[src/rtl/usbrr_pkg.sv]
package usbrr_pkg;

  // ******************************************
  // register map
  // ******************************************
  localparam logic [15:0] HS_RESERVE_ADDR = 16'hff14;
  localparam logic [15:0] DATA_RESERVE_ADDR = 16'hff15;
  localparam logic [7:0] HS_RESERVE_RESET = 8'h00;
  localparam logic [3:0] DATA_RESERVE_RESET = 4'h0;
  localparam int DATA_RESERVE_BITS = 4;

  // ******************************************
  // data reservation fields
  // ******************************************
  localparam int EP0_BUF0_BIT = 0;
  localparam int EP1_BUF0_BIT = 1;
  localparam int EP0_BUF1_BIT = 2;
  localparam int EP1_BUF1_BIT = 3;

  // ******************************************
  // handshake reservation fields
  // ******************************************
  localparam int ACK_BIT = 0;
  localparam int DATA_NAK_BIT = 1;
  localparam int EP0_NAK_BIT = 2;
  localparam int EP1_NAK_BIT = 3;
  localparam int DATA_STALL_BIT = 4;
  localparam int LEN_STALL_BIT = 5;
  localparam int EP0_STALL_BIT = 6;
  localparam int EP1_STALL_BIT = 7;

  // ******************************************
  // reply buffer shape
  // ******************************************
  localparam int REPLY_DEPTH = 32;
  localparam int REPLY_WIDTH = 3;

  // access width of a memory manipulation
  typedef enum logic [1:0] {
    ACC_BIT = 2'b00,
    ACC_BYTE = 2'b01,
    ACC_WORD = 2'b10
  } usbrr_acc_t;

  // reply chosen at end of packet
  typedef enum logic [2:0] {
    RPL_EP0_BUF0 = 3'b000,
    RPL_EP0_BUF1 = 3'b001,
    RPL_EP1_BUF0 = 3'b010,
    RPL_EP1_BUF1 = 3'b011,
    RPL_ACK = 3'b100,
    RPL_NAK = 3'b101,
    RPL_STALL = 3'b110
  } usbrr_reply_t;

  typedef struct packed {
    logic setupSeen;
    logic inTokenSeen;
    logic addrMatch;
    logic tokenPidMatch;
    logic ep0TokenSeen;
    logic ep1TokenSeen;
    logic tokenLenErr;
    logic tokenStuffErr;
    logic tokenCrcErr;
  } usbrr_tok_t;

  typedef struct packed {
    logic outTokenSeen;
    logic dataPidMatch;
    logic dataLenErr;
    logic dataStuffErr;
    logic dataCrcErr;
    logic rxWriteErr;
  } usbrr_dat_t;

  typedef struct packed {
    logic [15:0] addr;
    logic [15:0] wrData;
    logic wrEn;
    logic rdEn;
    usbrr_acc_t size;
    logic [2:0] bitSel;
  } usbrr_mem_t;

endpackage

[src/rtl/usbrr_fifo.sv]
module usbrr_fifo #(
  parameter int WIDTH = 3,
  parameter int DEPTH = 32
) (
  // clock and reset
  input wire logic core_clk,
  input wire logic resetn,
  // filling side
  input wire logic inValid,
  output logic inReady,
  input wire logic [WIDTH-1:0] inData,
  // draining side
  output logic outValid,
  input wire logic outReady,
  output logic [WIDTH-1:0] outData
);

  localparam int AW = $clog2(DEPTH);

  logic [WIDTH-1:0] mem [DEPTH];
  logic [AW-1:0] wrPtr_q;
  logic [AW-1:0] rdPtr_q;
  logic [AW:0] count_q;
  logic outValid_q;
  logic push;
  logic pop;
  logic load;

  // head word sits in an output register, so storage holds DEPTH more
  assign inReady = (count_q != DEPTH[AW:0]);
  assign push = inValid && inReady;
  assign load = (count_q != '0) && (!outValid_q || outReady);
  assign pop = load;
  assign outValid = outValid_q;

  always_ff @(posedge core_clk) begin
    if (push) begin
      mem[wrPtr_q] <= inData;
    end
  end

  always_ff @(posedge core_clk or negedge resetn) begin
    if (!resetn) begin
      wrPtr_q <= '0;
      rdPtr_q <= '0;
      count_q <= '0;
    end else begin
      if (push) begin
        wrPtr_q <= wrPtr_q + AW'(1);
      end
      if (pop) begin
        rdPtr_q <= rdPtr_q + AW'(1);
      end
      count_q <= count_q + {{AW{1'b0}}, push} - {{AW{1'b0}}, pop};
    end
  end

  always_ff @(posedge core_clk or negedge resetn) begin
    if (!resetn) begin
      outValid_q <= 1'b0;
      outData <= '0;
    end else if (load) begin
      outValid_q <= 1'b1;
      outData <= mem[rdPtr_q];
    end else if (outReady) begin
      outValid_q <= 1'b0;
    end
  end

endmodule

[src/rtl/usbrr_reply_reserve.sv]
// Contract
// - data reservation picks buffer sent after IN
// - data reservation clears on reset, valid SETUP
// - data bits 7..4 zero; bits 3..0 buffers
// - ep0 buffer 0 sent on clean ep0 IN
// - ep0 bank 1 sent, same ep0 conditions
// - ep1 buffer 0 sent, PID match not needed
// - ep1 bank 1 sent, same ep1 conditions
// - bit, byte writes; 16-bit combined word access
// - handshake bits: ACK 0, NAK 1-3, STALL 4-7
// - handshake reservation clears on reset, valid SETUP
// - ep1 stall flag sends STALL on ep1 IN
// - ep0 stall flag sends STALL on ep0 IN
// - length stall on data PID, length error
// - data stall when PID mismatch, no stuffing error
// - ep1 NAK flag sends NAK on ep1 IN
// - ep0 NAK when PID matches, ep0 not seen
// - data NAK on clean OUT data packet
// - ACK on clean matching data packet
module usbrr_reply_reserve
  import usbrr_pkg::*;
(
  // clock and reset
  input wire logic core_clk,
  input wire logic resetn,
  // memory manipulation port
  input wire usbrr_mem_t mem,
  output logic [15:0] memRdData,
  // receive checker results
  input wire logic tokenEop,
  input wire usbrr_tok_t tokRes,
  input wire logic dataEop,
  input wire usbrr_dat_t datRes,
  // reply toward transmit serializer
  output logic replyValid,
  input wire logic replyReady,
  output usbrr_reply_t replyCode,
  output logic eopReady
);

  // ******************************************
  // register access
  // ******************************************
  logic [7:0] hsRsv_q;
  logic [3:0] dataRsv_q;
  logic [7:0] hsWr;
  logic [7:0] dataWr;
  logic hsHit;
  logic dataHit;
  logic tokClean;
  logic setupValid;

  // a word access at the handshake address covers both registers
  always_comb begin
    hsHit = 1'b0;
    dataHit = 1'b0;
    hsWr = hsRsv_q;
    dataWr = {4'h0, dataRsv_q};
    unique case (mem.size)
      ACC_WORD: begin
        hsHit = (mem.addr == HS_RESERVE_ADDR);
        dataHit = hsHit;
        hsWr = mem.wrData[7:0];
        dataWr = mem.wrData[15:8];
      end
      ACC_BYTE: begin
        hsHit = (mem.addr == HS_RESERVE_ADDR);
        dataHit = (mem.addr == DATA_RESERVE_ADDR);
        hsWr = mem.wrData[7:0];
        dataWr = mem.wrData[7:0];
      end
      ACC_BIT: begin
        hsHit = (mem.addr == HS_RESERVE_ADDR);
        dataHit = (mem.addr == DATA_RESERVE_ADDR);
        hsWr[mem.bitSel] = mem.wrData[0];
        dataWr[mem.bitSel] = mem.wrData[0];
      end
      default: begin
        hsHit = 1'b0;
        dataHit = 1'b0;
      end
    endcase
  end

  assign tokClean = tokRes.inTokenSeen && tokRes.addrMatch
    && !tokRes.tokenLenErr && !tokRes.tokenStuffErr && !tokRes.tokenCrcErr;
  assign setupValid = tokenEop && tokRes.setupSeen && tokRes.addrMatch
    && tokRes.ep0TokenSeen && !tokRes.tokenLenErr
    && !tokRes.tokenStuffErr && !tokRes.tokenCrcErr;

  // setup clear beats a software write in the same cycle
  always_ff @(posedge core_clk or negedge resetn) begin
    if (!resetn) begin
      hsRsv_q <= HS_RESERVE_RESET;
    end else if (setupValid) begin
      hsRsv_q <= HS_RESERVE_RESET;
    end else if (mem.wrEn && hsHit) begin
      hsRsv_q <= hsWr;
    end
  end

  always_ff @(posedge core_clk or negedge resetn) begin
    if (!resetn) begin
      dataRsv_q <= DATA_RESERVE_RESET;
    end else if (setupValid) begin
      dataRsv_q <= DATA_RESERVE_RESET;
    end else if (mem.wrEn && dataHit) begin
      dataRsv_q <= dataWr[DATA_RESERVE_BITS-1:0];
    end
  end

  always_ff @(posedge core_clk or negedge resetn) begin
    if (!resetn) begin
      memRdData <= 16'h0000;
    end else if (mem.rdEn) begin
      memRdData <= 16'h0000;
      if (mem.size == ACC_WORD && mem.addr == HS_RESERVE_ADDR) begin
        memRdData <= {4'h0, dataRsv_q, hsRsv_q};
      end else if (mem.addr == HS_RESERVE_ADDR) begin
        memRdData <= {8'h00, hsRsv_q};
      end else if (mem.addr == DATA_RESERVE_ADDR) begin
        memRdData <= {12'h000, dataRsv_q};
      end
    end
  end

  // ******************************************
  // reply choice at end of packet
  // ******************************************
  logic ep0Ok;
  logic ep1Ok;
  logic ep0NakOk;
  logic datClean;
  logic pick;
  usbrr_reply_t pickCode;
  logic pushValid_q;
  usbrr_reply_t pushCode_q;
  logic fifoInReady;

  assign ep0Ok = tokClean && tokRes.tokenPidMatch && tokRes.ep0TokenSeen;
  assign ep1Ok = tokClean && tokRes.ep1TokenSeen;
  assign ep0NakOk = tokClean && tokRes.tokenPidMatch && !tokRes.ep0TokenSeen;
  assign datClean = datRes.dataPidMatch && !datRes.dataLenErr
    && !datRes.dataStuffErr && !datRes.dataCrcErr;

  // per endpoint, ep0 before ep1 except the ep0 nak, which comes last: stall first, then buffers, then nak: only one is legal anyway
  always_comb begin
    pick = 1'b0;
    pickCode = RPL_NAK;
    if (tokenEop && !setupValid) begin
      if (ep0Ok && hsRsv_q[EP0_STALL_BIT]) begin
        pick = 1'b1;
        pickCode = RPL_STALL;
      end else if (ep0Ok && dataRsv_q[EP0_BUF0_BIT]) begin
        pick = 1'b1;
        pickCode = RPL_EP0_BUF0;
      end else if (ep0Ok && dataRsv_q[EP0_BUF1_BIT]) begin
        pick = 1'b1;
        pickCode = RPL_EP0_BUF1;
      end else if (ep1Ok && hsRsv_q[EP1_STALL_BIT]) begin
        pick = 1'b1;
        pickCode = RPL_STALL;
      end else if (ep1Ok && dataRsv_q[EP1_BUF0_BIT]) begin
        pick = 1'b1;
        pickCode = RPL_EP1_BUF0;
      end else if (ep1Ok && dataRsv_q[EP1_BUF1_BIT]) begin
        pick = 1'b1;
        pickCode = RPL_EP1_BUF1;
      end else if (ep1Ok && hsRsv_q[EP1_NAK_BIT]) begin
        pick = 1'b1;
        pickCode = RPL_NAK;
      end else if (ep0NakOk && hsRsv_q[EP0_NAK_BIT]) begin
        pick = 1'b1;
        pickCode = RPL_NAK;
      end
    end else if (dataEop && !tokenEop) begin
      // a setup token in the same cycle still wins over the data packet
      if (hsRsv_q[LEN_STALL_BIT] && datRes.dataPidMatch
          && datRes.dataLenErr && !datRes.dataStuffErr) begin
        pick = 1'b1;
        pickCode = RPL_STALL;
      end else if (hsRsv_q[DATA_STALL_BIT] && !datRes.dataPidMatch
          && !datRes.dataStuffErr) begin
        pick = 1'b1;
        pickCode = RPL_STALL;
      end else if (hsRsv_q[DATA_NAK_BIT] && datRes.outTokenSeen
          && datClean && !datRes.rxWriteErr) begin
        pick = 1'b1;
        pickCode = RPL_NAK;
      end else if (hsRsv_q[ACK_BIT] && datClean) begin
        pick = 1'b1;
        pickCode = RPL_ACK;
      end
    end
  end

  // an end of packet while the buffer is full is not answered
  always_ff @(posedge core_clk or negedge resetn) begin
    if (!resetn) begin
      pushValid_q <= 1'b0;
      pushCode_q <= RPL_NAK;
    end else begin
      pushValid_q <= pick && eopReady;
      if (pick) begin
        pushCode_q <= pickCode;
      end
    end
  end

  // no new end of packet accepted while the pipeline register still holds a word
  assign eopReady = fifoInReady && !pushValid_q;

  // ******************************************
  // reply buffer
  // ******************************************
  logic [REPLY_WIDTH-1:0] fifoOut;

  usbrr_fifo #(
    .WIDTH(REPLY_WIDTH),
    .DEPTH(REPLY_DEPTH)
  ) u_fifo (
    .core_clk(core_clk),
    .resetn(resetn),
    .inValid(pushValid_q),
    .inReady(fifoInReady),
    .inData(pushCode_q),
    .outValid(replyValid),
    .outReady(replyReady),
    .outData(fifoOut)
  );

  assign replyCode = usbrr_reply_t'(fifoOut);
endmodule

[config.mk]
export PLATFORM = sky130hd
export DESIGN_NAME = usbrr_reply_reserve
export DESIGN_NICKNAME = d
export VERILOG_FILES = /design/src/rtl/usbrr_pkg.sv /design/src/rtl/usbrr_fifo.sv /design/src/rtl/usbrr_reply_reserve.sv
export SDC_FILE = /design/constraint.sdc
export NUM_CORES = 1
export LEC_CHECK = 0
export BUFFER_PORTS_ARGS = -buffer_cell sky130_fd_sc_hd__buf_4
export CAP_MARGIN = 30
export CORE_UTILIZATION = 35
export DETAILED_ROUTE_END_ITERATION = 12
export HOLD_SLACK_MARGIN = 0.12
export SETUP_SLACK_MARGIN = 0.4
export SYNTH_ARGS = -nofsm -noshare
export SYNTH_HDL_FRONTEND = slang
export SYNTH_SLANG_ARGS = --single-unit
[constraint.sdc]
create_clock -name core_clk -period 7.5 [get_ports core_clk]
set_clock_uncertainty 0.15 [all_clocks]
set_input_delay 0.75 -clock core_clk [delete_from_list [all_inputs] [get_ports core_clk]]
set_output_delay 0.75 -clock core_clk [all_outputs]
set_load 0.02 [all_outputs]
### Word-level counts from Yosys, hierarchy flattened

Memory sizes are Yosys's and may differ from the RTL's. A register that Yosys moved wholly into a read port is not among the register bits.
Cells that the tools add are included.

* add/sub/neg operators: 4
* magnitude comparators: 2
* equality and inequality tests: 5
* multiplexer cells: 45
* reduce and logical (&&, ||, !) cells: 71

Operators with widths (count)
* $logic_and 1x1->1: 44
* $eq 16x16->1 const B: 2
* $mux 8: 3
* $mux 1: 22
* $mux 3: 7
* $bwmux 8: 2
* $pmux 8 s2: 1
* $logic_not 1->1: 14
* $mux 12: 1
* $mux 4: 3
* $pmux 4 s3: 1
* $add 5x1->5 const B: 2
* $add 6x1->6: 1
* $mux 2: 3
* $ne 6x6->1 const B: 1
* $reduce_bool 2->1: 3
* $reduce_bool 6->1: 1
* $sub 6x1->6: 1
* $lt 3x4->1 const B: 1
* $reduce_and 2->1: 2
* $reduce_bool 4->1: 1
* $reduce_or 2->1: 2
* $demux 1 s3: 1
* $ge 3x1->1 const B: 1
* other kinds (7): 7

* register bits: 49
* bits in writable memories: 96
* input bits: 59
* output and inout port bits: 21
* memories kept: 1

Memories
* u_fifo.mem: depth 32, width 3, rd ports 1, clocked after Yosys merged registers in 1, write ports 1, RTL line usbrr_fifo.sv:20 `logic [WIDTH-1:0] mem [DEPTH];`

### Longest topological paths before layout

Gate-level depths: netlist of the first run.

* depth after elaboration: 17
* gate-level depth with buffers: 15

### Modules after synthesis

Synthesis of the first run repeated with hierarchy kept, for this count alone.

* cells, all modules: 518
* area total of the unflattened synthesis: 6930.4 um2

By module, submodules not included
* usbrr_fifo: times used 1, cells an instance 317, area an instance 5014.8 um2
* usbrr_reply_reserve: times used 1, cells an instance 201, area an instance 1915.6 um2

### Worst setup path after synthesis of the first run

OpenSTA, ideal clock, no wires.

* kind: input to register
* start: in mem[24] in the netlist's numbering
* end: reg hsRsv_q[2]
* setup time: 0.119 ns
* data arrival time: 2.429 ns
* required time: 7.231 ns
* slack: 4.802 ns
* cell stages on the path: 6
* cells stage by stage: or4b_4 nor4_4 nor4b_4 buf_6 a21boi_0 o21a_1

* cells in the longest elaborated chain, start to end: 5

Ends and longest elaborated chain
* start, declared: RTL line usbrr_reply_reserve.sv:27 `input wire usbrr_mem_t mem,`
* $eq 16x16->1: RTL line usbrr_reply_reserve.sv:61, usbrr_reply_reserve.sv:67, usbrr_reply_reserve.sv:73
* $mux 1
* $logic_and 1x1->1: RTL line usbrr_reply_reserve.sv:97 `end else if (mem.wrEn && hsHit) begin`
* $reduce_bool 2->1 (no line)
* $reduce_and 2->1 (no line)
* end signal, assigned: RTL line usbrr_reply_reserve.sv:98 `hsRsv_q <= hsWr;`
* end, declared: RTL line usbrr_reply_reserve.sv:44 `logic [7:0] hsRsv_q;`

No other way between the ends.
A chain may end at the register's enable or synchronous reset.

### Final worst setup path of the first run

* start: in mem[4] in the netlist's numbering
* end: reg hsRsv_q[2]

* cells in the longest elaborated chain, start to end: 6
* elaborated cells on any way between the ends: 13
* those cells by class: 2 x eq/ne; 4 x mux; 7 x reduce/logical

Ends and longest elaborated chain
* $eq 2x2->1 (tied with other cells): RTL line usbrr_reply_reserve.sv:59 `unique case (mem.size)`
* $reduce_or 3->1 (no line)
* $mux 1
* $logic_and 1x1->1: RTL line usbrr_reply_reserve.sv:97
* $reduce_bool 2->1 (no line)
* $reduce_and 2->1 (no line)

Parallel ways exist; a longest one is shown, timed or not. The select of a mux whose other input is x is not followed.

==> reports/qor.yml, run 1 <==
critPathMaxStageDelay_ns: 0.72
dieArea_mm2: 0.02014
grt_usage_pct: 16.26
syn2layout_area_growth_pct: 19.03
rsz0062_at_grt: "no"
multi_input_area_mm2: 0.002504
fillCellCount: 1736
grt_remaining_overflow: 0
core_mm2: 0.01896
grt_pass1_vias: 4637
cts_buffers: 17
tns_ns: 0
wl_per_cell_um: 17.72
post_cts_buffers: 0
worstMarginPinSlew_ns: 0.8728
die_w_um: 141.9
ys.warnings.count: 0
period_needed_ns: 2.843
synth_cell_types: 62
synthCells: 527
drt-total-wl_um: 15270
cts_tree: "done"
ios: 80
status: "complete, no violations"
cts_hold_buf: 0
synth_edf_count: 96
grt_antenna_before_repair: 0
clk_pin_slew_worst_paths_ns: 0.06
final_cell_mix: "96 x edfxtp_1, 73 x buf_4, 57 x nor2_1, 46 x dfrtp_1, 30 x inv_1"
drive_above_1_share_pct: 25.25
cts_resized: 0
crit_required_ns: 7.66
io_buffers: 71
rrSetupSlack_ns: 4.66
critical_path.cell_chain: "buf_4, inv_1, ha_1, nor2_1, nor4b_4, a21boi_0, o21a_1"
insertion_delay_ns: 0.42
clk_path_buf_depth: 2
drc_errors: 0
drt_iter0_drc: 236
grt_pass1_wl_um: 24500
critPathTopFamily: "simple AND/OR/NAND/NOR gates"
gp_congestion: 0.8535
num_rows: 50
critPathMaxFanout: 26
final_common_cell: "edfxtp_1"
powerDensity_mw_per_mm2: 283.8
drv_cap: 0
vias: 4462
synth_ff_type: "edfxtp_1"
syn_area_mm2: 0.006852
drv_slew: 0
clock_sinks: 144
start_util_pct: 36.15
crit_type: "in2reg"
die_height_um: 141.9
vias_per_cell: 5.176
power_uw: 2314
finalHoldViolCount: 0
timing.final.crit_share_pct: 37.90
yosysSeqAreaShare_pct: 59.64
startpoint_type: "input pin"
drt_first_pass_iters: 6
ir_drop_mv: 0.1293
synth_seq_cells: 144
slew_headroom_pct: 41.82
grt_max_degree: 49
cts_htree_levels: 4
setup_viol: 0
worst_ep_arrival_time_ns: 3.00
hpwlAfterDp_um: 10470
diodes: 0
crit_slowest_cell: "ha_1"
path_buf_inv: 2
fin_nets: 667
worstSetupEndpointType: "register"
ff_latch_area_mm2: 0.004086
ant_nets: 0
cts_root_buf: "clkbuf_16"
syn_area_per_cell_um2: 13.00
ys_async_sr_fraction_pct: 33.33
min-delay-path-class: "in2async"
p_leak_uw: 0.003001
timing.fmax_ghz: 0.3518
-- power by group --
group / switching, µW / internal, µW
combinational: 264 / 277
clock: 341 / 459
sequential: 76.9 / 897
total: 681 / 1630
-- kinds of logic (layout without fill, tap and decap cells) --
kind of cell	count (synthesis)	count (layout)	synth area share, %
flip-flops	144	144	59.64
multiplexers	41	41	10.23
other	1	4	0.05473
AO/OA/AOI/OAI	87	87	8.766
AND/OR/NAND/NOR	158	158	12.22
buffers and inverters	65	137	3.981
XOR/XNOR	12	12	1.534
adder cells (fa/ha/maj)	19	19	3.579
-- flip-flops by register name, indices dropped and copies added, names as in the netlist --
register and count:
u_fifo.outData 3, u_fifo.outValid 1, u_fifo.wrPtr_q 5, hsRsv_q 8
u_fifo.rdPtr_q 5, memRdData 12, u_fifo.count_q 6, u_fifo.mem 96
pushValid_q 1, dataRsv_q 4, pushCode_q 3
-- through the flow --
step | utilization (%) | setup WS (ns) | hold slack (ns) | std cells | area (µm²)
6_report | 43.02 | 4.657 | 0.1913 | 862 | 8155
5_1_grt | 43.02 | 4.388 | 0.2345 | 862 | 8155
4_1_cts | 42.94 | 4.611 | 0.2105 | 861 | 8140
3_5_place_dp | 39.99 | 4.233 | 0.3404 | 829 | 7580
3_3_place_gp | 39.99 | 4.291 | 0.3281 | 829 | 7580
2_1_floorplan | - | 4.802 | 0.3044 | 530 | 6863
-- synth_stat cells, drive strengths merged, types with 10 or more instances --
master	count	area share, %
inv	31	1.7
dfrtp	46	17
clkbuf	22	1.2
edfxtp	96	42
mux4	22	7.2
a21oi	14	1.0
nand3	18	1.3
nor2b	10	0.91
nor2	57	3.1
nand2	21	1.2
mux2	12	2.0
o21ai	25	1.8
xnor2	10	1.3
ha	18	3.3
buf	12	1.1
-- worst paths after layout --
check,from,to,cells after the start
worst max-delay path,mem[4],hsRsv_q[2],7
worst min-delay path,resetn,u_fifo.rdPtr_q[3],1
worst max register to register,u_fifo.count_q[2],u_fifo.count_q[4],15
worst min register to register,u_fifo.outData[1],u_fifo.outData[1],2
max in group asynchronous,resetn,hsRsv_q[4],1
min in group core_clk,u_fifo.outData[1],u_fifo.outData[1],2
-- final cells by class --
| cell class | count | area share, % |
|---|---|---|
| Multi-Input combinational cell | 321 | 30.70 |
| Timing Repair Buffer | 74 | 6.904 |
| Clock buffer | 17 | 5.216 |
| Clock inverter | 15 | 1.657 |
| Tap cell | 260 | 3.989 |
| Inverter | 31 | 1.427 |
| Sequential cell | 144 | 50.11 |
-- per-layer routing --
layer | share of wire (%) | up-vias | track usage [%]
li1 | - | 2075 | -
met1 | 45 | 2247 | 20.42
met2 | 50 | 126 | 27.25
met3 | 4.3 | 14 | 4.151
met4 | 1.3 | 0 | 5.603
met5 | 0 | - | 0
Note: power is estimated with default switching activity, not from simulation.
==> run 2: changes to the inputs <==
==> constraint.sdc (replaced) <==
create_clock -name core_clk -period 2.3 [get_ports core_clk]
set_clock_uncertainty 0.15 [all_clocks]
set_input_delay 0.23 -clock core_clk [delete_from_list [all_inputs] [get_ports core_clk]]
set_output_delay 0.23 -clock core_clk [all_outputs]
set_load 0.02 [all_outputs]
==> run 2 against run 1 <==
Worst setup slack lost 4.6 ns. Design area grew 14%. Critical path type is now reg2reg. Via count grew 4.9%. Count of clock-buffer cells in the layout grew 1. Die area is the same. Combinational power grew to 5.0 times the previous value. Flip-flop and latch count is the same.
==> reports/qor.yml, run 2 (synthesis gave the netlist of run 1 again) <==
status: "complete, no violations"
core_mm2: 0.01896
setup_viol: 0
drc_errors: 0
reg_top3: "u_fifo.mem x96, memRdData x12, hsRsv_q x8"
slew_headroom_pct: 30.25
finalHoldViolCount: 0
worstMarginPinSlew_ns: 1.046
startpoint_type: "register"
grt_max_degree: 49
crit_type: "reg2reg"
crit_required_ns: 2.46
syn2layout_area_growth_pct: 35.79
multi_input_area_mm2: 0.002905
power_uw: 8676
cts_buffers: 17
timing.final.crit_share_pct: 98.71
wl_per_cell_um: 16.90
powerDensity_mw_per_mm2: 932.5
drv_cap: 0
diodes: 0
worst_ep_arrival_time_ns: 2.43
vias_per_cell: 5.053
p_leak_uw: 0.003424
ff_latch_area_mm2: 0.004091
crit_slowest_cell: "dfrtp_1"
fin_util_pct: 49.08
grt_pass1_wl_um: 25350
grt_usage_pct: 16.94
final_common_cell: "buf_4"
path_buf_inv: 5
start_util_pct: 36.15
io_buffers: 71
grt_pass1_vias: 4775
num_rows: 50
grt_antenna_before_repair: 0
die_w_um: 141.9
ant_nets: 0
gp_congestion: 0.8183
clock_sinks: 144
rsz0062_at_grt: "yes"
drt_first_pass_iters: 5
clk_pin_slew_worst_paths_ns: 0.06
ir_drop_mv: 0.4503
critPathTopFamily: "adder cells"
insertion_delay_ns: 0.43
final_cell_mix: "100 x buf_4, 96 x edfxtp_1, 42 x dfrtp_1, 33 x nor2_4, 23 x nor2_1"
fillCellCount: 1628
die_height_um: 141.9
critical_path.cell_chain: "inv_2, ha_4, nand3_4, nand2_4, inv_6, ha_4, inv_4, ha_4, inv_2, fa_2, inv_2, a21oi_2, nor2_1, nor2_1, xnor2_1"
critPathMaxFanout: 3
drt-total-wl_um: 15650
top_register: "u_fifo.mem"
place_ws_ns: -0.1264
largest_reg_flops: 96
drv_slew: 0
grt_remaining_overflow: 0
worstSetupEndpointType: "register"
timing.fmax_ghz: 0.4404
cts_tree: "done"
cts_htree_levels: 4
vias: 4679
drive_above_1_share_pct: 39.79
layout_setup_ws_ns: 0.02958
dieArea_mm2: 0.02014
critPathMaxStageDelay_ns: 0.39
fin_nets: 731
hpwlAfterDp_um: 10090
clk_path_buf_depth: 2
period_needed_ns: 2.270
cts_root_buf: "clkbuf_16"
drt_iter0_drc: 316
min-delay-path-class: "in2reg"
ios: 80
==> run 2: per-layer routing <==
metal  part of all wire (%)  global-route usage [%]  wire [µm]  vias up
met2                     52                   28.52       8066      150
met3                    4.6                   4.489        717       15
met4                    1.6                   6.169        244        0
met5                      0                       0          0        -
li1                       -                       -          -     2202
met1                     42                   20.93       6622     2312
==> run 2: path summary, 6_finish.rpt <==
kind                                   startpoint                 to  slack [ns]  cells past startpoint
worst max-delay path            u_fifo.count_q[3]  u_fifo.count_q[4]        0.03                     15
worst min-delay path                       mem[1]         hsRsv_q[6]        0.15                      5
worst max register to register  u_fifo.count_q[3]  u_fifo.count_q[4]        0.03                     15
worst min register to register  u_fifo.outData[1]  u_fifo.outData[1]        0.36                      2
max in group asynchronous                  resetn       dataRsv_q[3]        1.29                      2
min in group asynchronous                  resetn    u_fifo.outValid        0.23                      2
==> run 2: worst reg2reg max path, delay by kind of cell (launching register included) <==
kind	cells	cell delay [ns]
AO/OA/AOI/OAI	1	0.05
flip-flops	1	0.39
XOR/XNOR	1	0.11
adder cells (fa/ha/maj)	4	0.86
AND/OR/NAND/NOR	4	0.32
buffers and inverters	5	0.29
==> run 2: through the flow <==
stage                     setup TNS (ns)  hold WS (ns)  std cells  area [µm²]
after floorplan                        0       -0.2156        530        6959
after global placement            -1.114        0.1433        847        7828
after detailed placement          -2.893        0.1644        847        7828
after CTS                              0        0.1246        915        9109
after global routing             -0.2193        0.1668        926        9304
final                                  0        0.1476        926        9304
==> run 2: area by class of cell <==
| type | count | area share (%) |
|---|---|---|
| Multi-Input combinational cell | 321 | 31.23 |
| Tap cell | 260 | 3.497 |
| Clock inverter | 14 | 1.963 |
| Timing Repair Buffer | 138 | 13.39 |
| Clock buffer | 18 | 4.613 |
| Sequential cell | 144 | 43.98 |
| Inverter | 31 | 1.331 |
==> run 2: what timing repair did <==
item,4_1_cts,5_1_grt
endpoints found under the setup margin,106,112
endpoints found under the hold margin,74,0
pin swaps,14,40
buffers inserted,13,11
resized for setup,80,32
hold buffers,21,0
cloned,2,0
==> run 2: where the power goes <==
part	internal [µW]	switching, µW
sequential	2940	199
combinational	1530	1170
clock	1730	1120
==> run 3: changes to the inputs <==
--- a/config.mk
+++ b/config.mk
@@ -8,6 +8,7 @@
 export BUFFER_PORTS_ARGS = -buffer_cell sky130_fd_sc_hd__buf_4
 export CAP_MARGIN = 30
 export CORE_UTILIZATION = 35
+export CTS_BUF_LIST = sky130_fd_sc_hd__clkbuf_8
 export DETAILED_ROUTE_END_ITERATION = 12
 export HOLD_SLACK_MARGIN = 0.12
 export SETUP_SLACK_MARGIN = 0.4
==> run 3 against run 2 <==
Sequential power about the same. Largest power group unchanged. Largest cell class unchanged. Highest routed layer unchanged. Clock power decreased by 26%. First-iteration DRC count is 17% higher.
==> reports/qor.yml, run 3 (synthesis gave the netlist of run 1 again) <==
drive_above_1_share_pct: 39.31
start_util_pct: 36.15
powerDensity_mw_per_mm2: 863.9
slew_headroom_pct: 33.52
vias: 4682
fillCellCount: 1646
cts_htree_levels: 4
critPathMaxStageDelay_ns: 0.40
final_common_cell: "buf_4"
rsz0062_at_grt: "yes"
cts_tree: "done"
critPathMaxFanout: 3
die_w_um: 141.9
drc_errors: 0
crit_slowest_cell: "dfrtp_1"
drv_cap: 0
hpwlAfterDp_um: 10090
critical_path.cell_chain: "inv_2, ha_4, nand3_4, nand2_4, inv_6, ha_4, inv_4, ha_4, a21o_1, a21oi_2, o21bai_1, a21oi_1, xor2_1"
highest_layer: "met4"
core_mm2: 0.01896
clock_sinks: 144
timing.final.crit_share_pct: 97.17
grt_usage_pct: 16.86
fin_nets: 734
clk_pin_slew_worst_paths_ns: 0.08
timing.fmax_ghz: 0.4474
ios: 80
insertion_delay_ns: 0.46
met2_length_um: 8138
cts_root_buf: "clkbuf_8"
layout_setup_ws_ns: 0.06505
final_cell_mix: "98 x buf_4, 96 x edfxtp_1, 42 x dfrtp_1, 33 x nor2_4, 26 x dlygate4sd3_1"
wl_met3_um: 656
gp_congestion: 0.8183
io_buffers: 71
setup_viol: 0
crit_type: "reg2reg"
dieArea_mm2: 0.02014
drt-total-wl_um: 15590
drt_iter0_drc: 369
tns_ns: 0
largest_reg_flops: 96
ir_drop_mv: 0.3714
drv_slew: 0
min-delay-path-class: "in2reg"
cts_buffers: 17
whs_ns: 0.1474
startpoint_type: "register"
p_leak_uw: 0.003353
grt_pass1_vias: 4788
cp_common_cell: "ha_4"
grt_pass1_wl_um: 25390
path_buf_inv: 3
worst_ep_arrival_time_ns: 2.46
syn2layout_area_growth_pct: 33.62
period_needed_ns: 2.235
clk_path_buf_depth: 2
worstSetupEndpointType: "register"
finalHoldViolCount: 0
ant_nets: 0
wl_per_cell_um: 16.78
grt_remaining_overflow: 0
diodes: 0
reg_top3: "u_fifo.mem x96, memRdData x12, hsRsv_q x8"
critPathTopFamily: "compound AO/OA/AOI/OAI gates"
drt-met1-wl_um: 6547
vias_per_cell: 5.040
status: "complete, no violations"
crit_required_ns: 2.53
place_ws_ns: -0.1264
top_register: "u_fifo.mem"
grt_max_degree: 49
grt_antenna_before_repair: 0
num_rows: 50
worstMarginPinSlew_ns: 0.9972
drt_first_pass_iters: 4
die_height_um: 141.9
==> run 3: final cells by class <==
type                            instances  area [µm²]  share of cell area (%)
Sequential cell                       144        4091                   44.69
Multi-Input combinational cell        321        2918                   31.87
Timing Repair Buffer                  141        1276                   13.94
Tap cell                              260       325.3                   3.553
Clock buffer                           17       234.0                   2.556
Clock inverter                         15       186.4                   2.036
Inverter                               31       123.9                   1.353
==> run 3: path summary, 6_finish.rpt <==
kind                                endpoint  depth (start not counted)  slack, ns               from
max                        u_fifo.count_q[5]                         13       0.07  u_fifo.count_q[3]
min                               hsRsv_q[5]                          5       0.15             mem[2]
max reg2reg                u_fifo.count_q[5]                         13       0.07  u_fifo.count_q[3]
min reg2reg                     memRdData[4]                          2       0.38       memRdData[4]
max in group asynchronous       dataRsv_q[3]                          2       1.33             resetn
min in group asynchronous    u_fifo.outValid                          2       0.19             resetn
==> run 3: timing repair <==
item,CTS,global route
hold buffers,26,0
resized for setup,80,31
setup endpoints to repair,106,112
hold endpoints to repair,74,0
setup buffers,14,8
gates cloned,2,0
pin swaps,13,36
==> run 3: worst min-delay path: cells and delay by family <==
kind,cells,cell delay [ns]
AOI/OAI and AO/OA,3,0.27
and+or+nand+nor,1,0.05
buffers and inverters,1,0.15
==> run 3: routing by layer <==
metal,track usage (%),up-vias
met1,21.03,2330
met5,0,-
met4,6.225,0
met2,28.36,126
li1,-,2207
met3,4.117,19
==> run 3: through the flow <==
stage	instances	util [%]	cell area, µm²	power, µW
final	929	48.30	9155	7909
after global routing	929	48.30	9155	8353
after CTS	921	47.35	8975	7858
after detailed placement	847	41.29	7828	5232
after global placement	847	41.29	7828	5153
after floorplan	530	-	6959	4624
==> run 3: power by group <==
part	total (µW)	internal [µW]	switching [µW]
combinational	2680	1500	1170
clock	2110	1090	1020
sequential	3120	2930	189
total	7910	5520	2380
